===== src/hdl/link_mode_pkg.sv =====
// Purpose: shared constants for the mode and channel linkage block
// Assumes: 8-bit multiplexed host bus, 14 channel register sets
// Notes:   bit positions in the command and status bytes are local choices
package link_mode_pkg;
  // ********************************************************
  // register offsets
  // ********************************************************
  localparam logic [7:0] cmd_off      = 8'h03;
  localparam logic [7:0] lstat_off    = 8'h04;
  // channel register sets: base + index * stride
  localparam logic [7:0] chan_base    = 8'h10;
  localparam int         chan_stride  = 8;
  localparam int         chan_num     = 14;
  localparam logic [2:0] tag_off      = 3'h0;
  localparam logic [2:0] ptr_off      = 3'h2;
  localparam logic [2:0] len_off      = 3'h3;
  localparam int         ptr_w        = 7;
  localparam int         len_w        = 5;
  localparam int         chan_w       = 4;

  // ********************************************************
  // field positions
  // ********************************************************
  localparam int activate_command_bit_bit   = 0;
  localparam int idle_bit   = 1;
  localparam int sleep_bit  = 2;
  localparam int st_idle    = 0;
  localparam int st_active  = 1;
  localparam int st_sleep   = 2;

  localparam logic [7:0] cmd_rst = 8'h02;

  typedef enum logic [1:0] {
    mode_idle,
    mode_active,
    mode_sleep
  } mode_t;
endpackage


===== src/hdl/regmem_if.sv =====
`timescale 1ns/1ps
// Purpose: carrier between the bus logic and the register memory
// Assumes: one write or read address per cycle
// Notes:   read data arrive one cycle after the address
interface regmem_if #(parameter int aw = 8, parameter int dw = 8);
  logic          we;
  logic [aw-1:0] addr;
  logic [dw-1:0] wdata;
  logic [dw-1:0] rdata;
  modport ctrl (output we, output addr, output wdata, input rdata);
  modport mem  (input we, input addr, input wdata, output rdata);
endinterface


===== src/hdl/reg_ram.sv =====
`timescale 1ns/1ps
// Purpose: byte memory behind the host bus (user registers and buffers)
// Assumes: synchronous write, registered read
// Notes:   contents are not cleared by reset, like any ram
module reg_ram #(
  parameter int depth = 256
) (
  // clock
  input wire logic mclk,
  // access port
  regmem_if.mem    port
);
  logic [7:0] mem [depth];
  logic [7:0] rdata_q;

  always_ff @(posedge mclk) begin
    if (port.we) begin
      mem[port.addr] <= port.wdata;
    end
    rdata_q <= mem[port.addr];
  end

  assign port.rdata = rdata_q;
endmodule // reg_ram


===== src/hdl/van_mode_link.sv =====
`timescale 1ns/1ps
// Purpose: operating modes and channel linkage for a serial bus controller
// Assumes: host strobes are asynchronous to mclk and held several cycles
// Notes:   mclk keeps running in sleep; osc_run shows the oscillator state

// What this block does
// RULE1 - after any reset the block starts in idle mode
// RULE2 - idle keeps oscillator and clock output; no frames sent or received
// RULE3 - in idle the line transmit output is released to high impedance
// RULE4 - host activates by writing activate bit set and idle bit clear
// RULE5 - line status register reports whether the block is idle
// RULE6 - sleep bit set enters sleep whatever activate and idle bits say
// RULE7 - entering sleep stops oscillator, forces low-power state at once
// RULE8 - all host registers stay readable and writable during sleep
// RULE9 - sleep ends when the host sets the idle or activate bit
// RULE10 - a channel with zero message length is linked to another channel
// RULE11 - a linked channel's pointer field names the channel it shares
// RULE12 - a linked pair takes buffer pointer and length from the target only
// RULE13 - host links only one level; never to a channel itself linked
// RULE14 - each channel of a pair keeps its own settings such as its tag
// RULE15 - buffer transfers of linked channels use the target's address range
module van_mode_link #(
  parameter int nchan = link_mode_pkg::chan_num
) (
  // clock and reset
  input  wire logic       mclk,
  input  wire logic       nrst,
  // multiplexed host bus
  input  wire logic       ale,
  input  wire logic       cs_n,
  input  wire logic       rd_n,
  input  wire logic       wr_n,
  input  wire logic [7:0] ad_in,
  output logic      [7:0] ad_out,
  output logic            ad_oe,
  // line side
  input  wire logic       tx_bit,
  output logic            txd_out,
  output logic            txd_oe,
  output logic            rx_enable,
  // clock control
  output logic            osc_run,
  output logic            clk_out_en,
  output logic            low_power,
  // buffer transfer lookup
  input  wire logic [3:0] dma_chan,
  input  wire logic [6:0] dma_index,
  output logic      [6:0] dma_addr,
  output logic      [4:0] dma_len,
  output logic      [7:0] dma_tag,
  output logic            dma_linked
);
  // ********************************************************
  // reset and pin synchronisers
  // ********************************************************
  logic [1:0] rst_q;
  logic       rst_n;
  logic [1:0] ale_q, cs_q, rd_q, wr_q;
  logic [7:0] ad_s1_q, ad_s2_q;
  logic       ale_d1_q, wr_d1_q;

  always_ff @(posedge mclk or negedge nrst) begin
    if (!nrst) begin
      rst_q <= 2'h0;
    end else begin
      rst_q <= {rst_q[0], 1'b1};
    end
  end
  assign rst_n = rst_q[1];

  always_ff @(posedge mclk or negedge rst_n) begin
    if (!rst_n) begin
      ale_q    <= 2'h0;
      cs_q     <= 2'h3;
      rd_q     <= 2'h3;
      wr_q     <= 2'h3;
      ad_s1_q  <= 8'h00;
      ad_s2_q  <= 8'h00;
      ale_d1_q <= 1'b0;
      wr_d1_q  <= 1'b1;
    end else begin
      ale_q    <= {ale_q[0], ale};
      cs_q     <= {cs_q[0], cs_n};
      rd_q     <= {rd_q[0], rd_n};
      wr_q     <= {wr_q[0], wr_n};
      ad_s1_q  <= ad_in;
      ad_s2_q  <= ad_s1_q;
      ale_d1_q <= ale_q[1];
      wr_d1_q  <= wr_q[1];
    end
  end

  // ********************************************************
  // bus decode
  // ********************************************************
  logic [7:0] addr_q;
  wire        ale_fall = ale_d1_q && !ale_q[1];
  wire        wr_rise  = !wr_d1_q && wr_q[1];
  wire        sel      = !cs_q[1];
  wire        wr_stb   = wr_rise && sel;
  wire        rd_act   = !rd_q[1] && sel;
  wire        hit_cmd  = addr_q == link_mode_pkg::cmd_off;
  wire        hit_lst  = addr_q == link_mode_pkg::lstat_off;
  // offset inside the channel area and the channel it belongs to
  wire [7:0]  chan_rel = addr_q - link_mode_pkg::chan_base;
  wire [4:0]  chan_idx = chan_rel[7:3];
  wire [2:0]  chan_fld = chan_rel[2:0];
  wire        in_chan  = (addr_q >= link_mode_pkg::chan_base) &&
                         (chan_idx < 5'(nchan));

  always_ff @(posedge mclk or negedge rst_n) begin
    if (!rst_n) begin
      addr_q <= 8'h00;
    end else if (ale_fall) begin
      addr_q <= ad_s2_q;
    end
  end

  // ********************************************************
  // register memory
  // ********************************************************
  // writes land in memory whatever the mode, so sleep never blocks access
  regmem_if #(.aw(8), .dw(8)) mem_bus ();
  assign mem_bus.we    = wr_stb; // RULE8
  assign mem_bus.addr  = addr_q;
  assign mem_bus.wdata = ad_s2_q;

  reg_ram #(.depth(256)) u_ram (
    .mclk (mclk),
    .port (mem_bus.mem)
  );

  // ********************************************************
  // mode control
  // ********************************************************
  link_mode_pkg::mode_t mode_q, mode_d;
  logic [7:0]           cmd_q;
  wire [7:0]            wd = ad_s2_q;
  wire                  cmd_wr = wr_stb && hit_cmd;

  always_comb begin
    mode_d = mode_q;
    if (cmd_wr) begin
      if (wd[link_mode_pkg::sleep_bit]) begin
        mode_d = link_mode_pkg::mode_sleep; // RULE6
      end else if (wd[link_mode_pkg::idle_bit]) begin
        mode_d = link_mode_pkg::mode_idle; // RULE9
      end else if (wd[link_mode_pkg::activate_command_bit_bit]) begin
        mode_d = link_mode_pkg::mode_active; // RULE4 RULE9
      end
    end
  end

  always_ff @(posedge mclk or negedge rst_n) begin
    if (!rst_n) begin
      mode_q <= link_mode_pkg::mode_idle; // RULE1
      cmd_q  <= link_mode_pkg::cmd_rst;
    end else begin
      mode_q <= mode_d;
      if (cmd_wr) begin
        cmd_q <= wd;
      end
    end
  end

  wire is_idle   = mode_d == link_mode_pkg::mode_idle;
  wire is_active = mode_d == link_mode_pkg::mode_active;
  wire is_sleep  = mode_d == link_mode_pkg::mode_sleep;

  // outputs follow the next mode so sleep takes hold on the write edge
  always_ff @(posedge mclk or negedge rst_n) begin
    if (!rst_n) begin
      osc_run    <= 1'b1;
      clk_out_en <= 1'b1;
      low_power  <= 1'b0;
      rx_enable  <= 1'b0;
      txd_oe     <= 1'b0;
      txd_out    <= 1'b1;
    end else begin
      osc_run    <= !is_sleep; // RULE2 RULE7
      clk_out_en <= !is_sleep; // RULE2
      low_power  <= is_sleep; // RULE7
      rx_enable  <= is_active; // RULE2
      txd_oe     <= is_active; // RULE3
      txd_out    <= is_active ? tx_bit : 1'b1; // RULE2
    end
  end

  // ********************************************************
  // channel shadows
  // ********************************************************
  logic [6:0] ptr_q [nchan];
  logic [4:0] len_q [nchan];
  logic [7:0] tag_q [nchan];

  for (genvar c = 0; c < nchan; c++) begin : g_chan
    wire mine = wr_stb && in_chan && (chan_idx == 5'(c));
    always_ff @(posedge mclk or negedge rst_n) begin
      if (!rst_n) begin
        ptr_q[c] <= 7'h00;
        len_q[c] <= 5'h00;
        tag_q[c] <= 8'h00;
      end else if (mine) begin
        if (chan_fld == link_mode_pkg::ptr_off) ptr_q[c] <= wd[6:0];
        if (chan_fld == link_mode_pkg::len_off) len_q[c] <= wd[4:0];
        if (chan_fld == link_mode_pkg::tag_off) tag_q[c] <= wd;
      end
    end
  end

  // ********************************************************
  // linkage resolution
  // ********************************************************
  // one lookup only: a target that is itself linked is not followed
  wire [3:0] req_ch  = (dma_chan < 4'(nchan)) ? dma_chan : 4'h0;
  wire       linked  = len_q[req_ch] == 5'h00; // RULE10
  wire [6:0] tgt_raw = ptr_q[req_ch]; // RULE11
  wire [3:0] tgt_ch  = (tgt_raw < 7'(nchan)) ? tgt_raw[3:0] : 4'h0; // RULE13
  wire [3:0] own_ch  = linked ? tgt_ch : req_ch;
  wire [6:0] buf_ptr = ptr_q[own_ch]; // RULE12
  wire [4:0] buf_len = len_q[own_ch]; // RULE12

  always_ff @(posedge mclk or negedge rst_n) begin
    if (!rst_n) begin
      dma_addr   <= 7'h00;
      dma_len    <= 5'h00;
      dma_tag    <= 8'h00;
      dma_linked <= 1'b0;
    end else begin
      dma_addr   <= 7'(buf_ptr + dma_index); // RULE15
      dma_len    <= buf_len; // RULE15
      dma_tag    <= tag_q[req_ch]; // RULE14
      dma_linked <= linked;
    end
  end

  // ********************************************************
  // read path
  // ********************************************************
  wire [7:0] lstat = {5'h00, is_sleep, is_active, is_idle}; // RULE5
  wire [7:0] rd_mux = hit_cmd ? cmd_q :
                      hit_lst ? lstat : mem_bus.rdata;

  always_ff @(posedge mclk or negedge rst_n) begin
    if (!rst_n) begin
      ad_out <= 8'h00;
      ad_oe  <= 1'b0;
    end else begin
      ad_out <= rd_mux; // RULE8
      ad_oe  <= rd_act;
    end
  end
endmodule // van_mode_link


===== config.mk =====
export PLATFORM = sky130hd
export DESIGN_NAME = van_mode_link
export DESIGN_NICKNAME = d
export VERILOG_FILES = /design/src/hdl/link_mode_pkg.sv /design/src/hdl/regmem_if.sv /design/src/hdl/reg_ram.sv /design/src/hdl/van_mode_link.sv
export SDC_FILE = /design/constraint.sdc
export NUM_CORES = 2
export LEC_CHECK = 0
export CAP_MARGIN = 20
export CORE_ASPECT_RATIO = 1.2
export CORE_MARGIN = 10
export CORE_UTILIZATION = 45
export DETAILED_ROUTE_END_ITERATION = 8
export DONT_BUFFER_PORTS = 1
export GPL_ROUTABILITY_DRIVEN = 1
export HOLD_SLACK_MARGIN = 0.12
export SYNTH_ARGS = -nofsm -noshare
export SYNTH_HDL_FRONTEND = slang
export SYNTH_SLANG_ARGS = --single-unit

===== constraint.sdc =====
create_clock -name mclk -period 20.2 [get_ports mclk]
set_input_delay 2.02 -clock mclk [delete_from_list [all_inputs] [get_ports mclk]]
set_output_delay 2.02 -clock mclk [all_outputs]
set_load 0.005 [all_outputs]

==> impl_metrics.env <==
export IMPL_setup_viol=0
export IMPL_vias_per_cell=6.05
export IMPL_cts_setup_buffers=0
export IMPL_p_sw_mw=2.62
export IMPL_power_share_sequential=0.506
export IMPL_post_cts_resized=0
export IMPL_p_int_mw=8.39
export IMPL_avgRoutedWirePerCell_um=31.6
export IMPL_num_vias=46716
export IMPL_relSlewSlack=0.193
export IMPL_die_h_um=526
export IMPL_hold_viol_final=0
export IMPL_gp_congestion=0.917
export IMPL_power_share_clock=0.388
export IMPL_ctsHoldBuffers=0
export IMPL_async_flop_share=0.149
export IMPL_swShare=0.238
export IMPL_cp_required_ps=20920
export IMPL_cp_cell_sequence="nand3_1, nand2_2, o311ai_1, a32oi_1, nand2b_1, inv_4, mux2_2, buf_4, mux2i_1, a32oi_1, nand3_1, o21ai_1, ha_1, inv_1, fa_1, inv_1, a21oi_1, o21bai_1, a21o_1, a21o_1, xor2_1, or4_1, o311ai_1, a211oi_1"
export IMPL_fin_setup_tns_ps=0
export IMPL_tightest_slew_ps=1210
export IMPL_grt_max_degree=131
export IMPL_multi_input_area_um2=24300
export IMPL_cts_tree="done"
export IMPL_startpoint_type="input pin"
export IMPL_fillCellCount=16808
export IMPL_cts_made_buffers=230
export IMPL_ys_ff_latch=2416
export IMPL_crit_path_top_delay_cell="buf_4"
export IMPL_dr_pass1_iters=8
export IMPL_cts_sinks=2416
export IMPL_p_leak_nw=35.0
export IMPL_cp_max_fo=68
export IMPL_io_pins=62
export IMPL_powerDensity_nw_per_um2=103
export IMPL_drt_iter0_drc=5068
export IMPL_slew_viol_final=0
export IMPL_combPwrFrac=0.106
export IMPL_ys_top_cells_by_area="edfxtp_1 64%, mux4_2 16%, dfrtp_1 9.1%, mux2_2 3.4%, nor2_1 1.3%"
export IMPL_status="finished, final reports clean"
export IMPL_rsz0062_at_grt="no"
export IMPL_critical_path_max_stage_delay_ps=730
export IMPL_netlist_instances=4696
export IMPL_ant_nets=0
export IMPL_grt_pass1_wl_mm=355
export IMPL_mostFrequentLayoutCells="2048 x edfxtp_1, 685 x mux4_2, 336 x dfrtp_1"
export IMPL_postSynthAreaPerCell_um2=20.5
export IMPL_syn_num_nets=4736
export IMPL_wl_mm=244
export IMPL_finalCritPeriodShare=0.352
export IMPL_finalNetCount=4757
export IMPL_syn_to_final_growth_pct=11.1
export IMPL_io_buffer_count=0
export IMPL_fin_area_um2=107000
export IMPL_clk_latency_ps=860
export IMPL_end_kind="flip-flop"
export IMPL_antenna_found_initial=10
export IMPL_synth_seq_area_share=0.735
export IMPL_remaining_drc_errors=0
export IMPL_grt_pass1_vias=47660
export IMPL_dieArea_um2=233000
export IMPL_cts_root_buf="clkbuf_16"
export IMPL_grt_usage=0.207
export IMPL_clk_pin_slew_ps=60
export IMPL_ys_warn_count=0
export IMPL_hp_class="flip-flop to flip-flop"
export IMPL_min_period_ps=7110
export IMPL_cts_buffer_depth=3
export IMPL_yosysTopAreaCellShare=0.640
export IMPL_max_vdd_ir_drop_uv=92.6
export IMPL_hpwl_mm=148
export IMPL_seqCellArea_um2=70700
export IMPL_fin_skew_ps=28.8
export IMPL_cap_viol_max_count=0
export IMPL_initial_core_util=0.453
export IMPL_core_rowCount=185
export IMPL_final_common_cell="edfxtp_1"
export IMPL_drive_above_1_share=0.296
export IMPL_syn_area_um2=96200
export IMPL_die_x_um=442
export IMPL_dpl_cell_count=7283
export IMPL_synth_top_area_cell="edfxtp_1"
export IMPL_core_area_um2=212000
export IMPL_synth_edf_count=2048
export IMPL_grt_overflow_total=0
export IMPL_yosysUniqueCellTypes=81
export IMPL_htreeDepth=4
export IMPL_cp_arrival_ps=7830
export IMPL_power_mw=11.0
export IMPL_synth_flop_cell="edfxtp_1"
export IMPL_instances_no_fill=7727
export IMPL_path_class="input pin to flip-flop"
export IMPL_placed_area_um2=99200
export IMPL_fmax_mhz=141
==> kinds of logic (layout without fill, tap and decap cells) <==
kind of cell,Yosys count,after routing,share of synthesized area
multiplexers,1067,1067,0.204
other,1,4,0.0000390
AND/OR/NAND/NOR,651,651,0.0283
flip-flops,2416,2416,0.735
adder cells (fa/ha/maj),14,14,0.00190
buffers and inverters,308,531,0.0131
AO/OA/AOI/OAI,230,230,0.0166
XOR/XNOR,9,9,0.000820
==> per-layer routing <==
layer | routed length [µm] | share of wire | GRT usage | vias up
li1 | - | - | - | 19280
met1 | 99900 | 0.41 | 0.283 | 25431
met2 | 122000 | 0.50 | 0.343 | 1632
met3 | 14500 | 0.059 | 0.0358 | 373
met4 | 7460 | 0.031 | 0.0621 | 0
met5 | 0 | 0 | 0 | -
==> sequential cells by signal, summed over array words and instances, names as in the netlist, 2 cells and up <==
| signal | cells |
|---|---|
| u_ram.mem | 2048 |
| addr_q | 8 |
| mode_q | 2 |
| dma_len | 5 |
| ad_out | 8 |
| rst_q | 2 |
| dma_addr | 7 |
| ale_q | 2 |
| rd_q | 2 |
| tag_q | 112 |
| ad_s1_q | 8 |
| u_ram.port.rdata | 8 |
| ptr_q | 98 |
| len_q | 70 |
| cs_q | 2 |
| ad_s2_q | 8 |
| wr_q | 2 |
| cmd_q | 8 |
| dma_tag | 8 |
==> final cells by class <==
| class | instances | share of cell area |
|---|---|---|
| Clock inverter | 138 | 0.0111 |
| Sequential cell | 2416 | 0.662 |
| Clock buffer | 296 | 0.0588 |
| Timing Repair Buffer | 74 | 0.00684 |
| Inverter | 23 | 0.000831 |
| Tap cell | 2805 | 0.0328 |
| Multi-Input combinational cell | 1972 | 0.227 |
| Antenna cell | 3 | 0.0000703 |
==> power groups by stage <==
| stage | sequential (mW) | clock [mW] | combinational [mW] |
|---|---|---|---|
| final | 5.57 | 4.27 | 1.17 |
| after global routing | 5.57 | 4.54 | 1.23 |
| after CTS | 5.57 | 4.34 | 1.19 |
| after detailed placement | 5.68 | 0 | 1.19 |
| after global placement | 5.67 | 0 | 1.18 |
| after floorplan | 5.64 | 0 | 0.773 |
==> through the flow <==
step | utilization | setup WS, ps | hold slack (ps)
final | 0.503 | 13090 | 344
after detailed placement | 0.467 | 12320 | 336
after global routing | 0.503 | 12830 | 351
after CTS | 0.503 | 13250 | 347
after floorplan | - | 9440 | 331
after global placement | 0.467 | 12450 | 335
==> cell usage after synthesis (7+ instances only) <==
| cell | n |
|---|---|
| a211oi_1 | 13 |
| a21o_1 | 8 |
| a21oi_1 | 47 |
| a22o_1 | 7 |
| a32oi_1 | 24 |
| buf_1 | 60 |
| buf_2 | 25 |
| buf_4 | 7 |
| clkbuf_1 | 187 |
| dfrtp_1 | 350 |
| dfstp_2 | 10 |
| dfxtp_1 | 8 |
| edfxtp_1 | 2048 |
| ha_1 | 13 |
| inv_1 | 20 |
| mux2_2 | 293 |
| mux2i_1 | 86 |
| mux4_2 | 685 |
| nand2_1 | 195 |
| nand2b_1 | 8 |
| nand3_1 | 38 |
| nor2_1 | 332 |
| nor2b_1 | 13 |
| nor3_1 | 19 |
| nor4_1 | 14 |
| o211ai_1 | 8 |
| o21ai_0 | 44 |
| o221ai_1 | 11 |
| o22ai_1 | 19 |
==> worst max-delay path: cells and delay by family <==
family	cells	cell delay [ps]
multiplexers	2	450
adder cells (fa/ha/maj)	2	640
AO/OA/AOI/OAI	10	1870
buffers and inverters	4	990
AND/OR/NAND/NOR	5	1730
XOR/XNOR	1	110
==> worst paths after layout <==
check | from | endpoint | slack (ps) | cells past startpoint
worst max-delay path | dma_chan[2] | dma_addr[6]$_DFF_PN0_ | 13090 | 24
worst min-delay path | ad_s1_q[7]$_DFF_PN0_ | ad_s2_q[7]$_DFF_PN0_ | 340 | 0
worst max register to register | addr_q[0]$_DFFE_PN0P_ | u_ram.port.rdata[7]$_DFF_P_ | 13620 | 8
worst min register to register | ad_s1_q[7]$_DFF_PN0_ | ad_s2_q[7]$_DFF_PN0_ | 340 | 0
max in group asynchronous | rst_q[1]$_DFF_PN0_ | rx_enable$_DFF_PN0_ | 17330 | 2
min in group asynchronous | rst_q[1]$_DFF_PN0_ | ad_s1_q[3]$_DFF_PN0_ | 480 | 0
No activity file was read; power rests on OpenSTA's default activity.
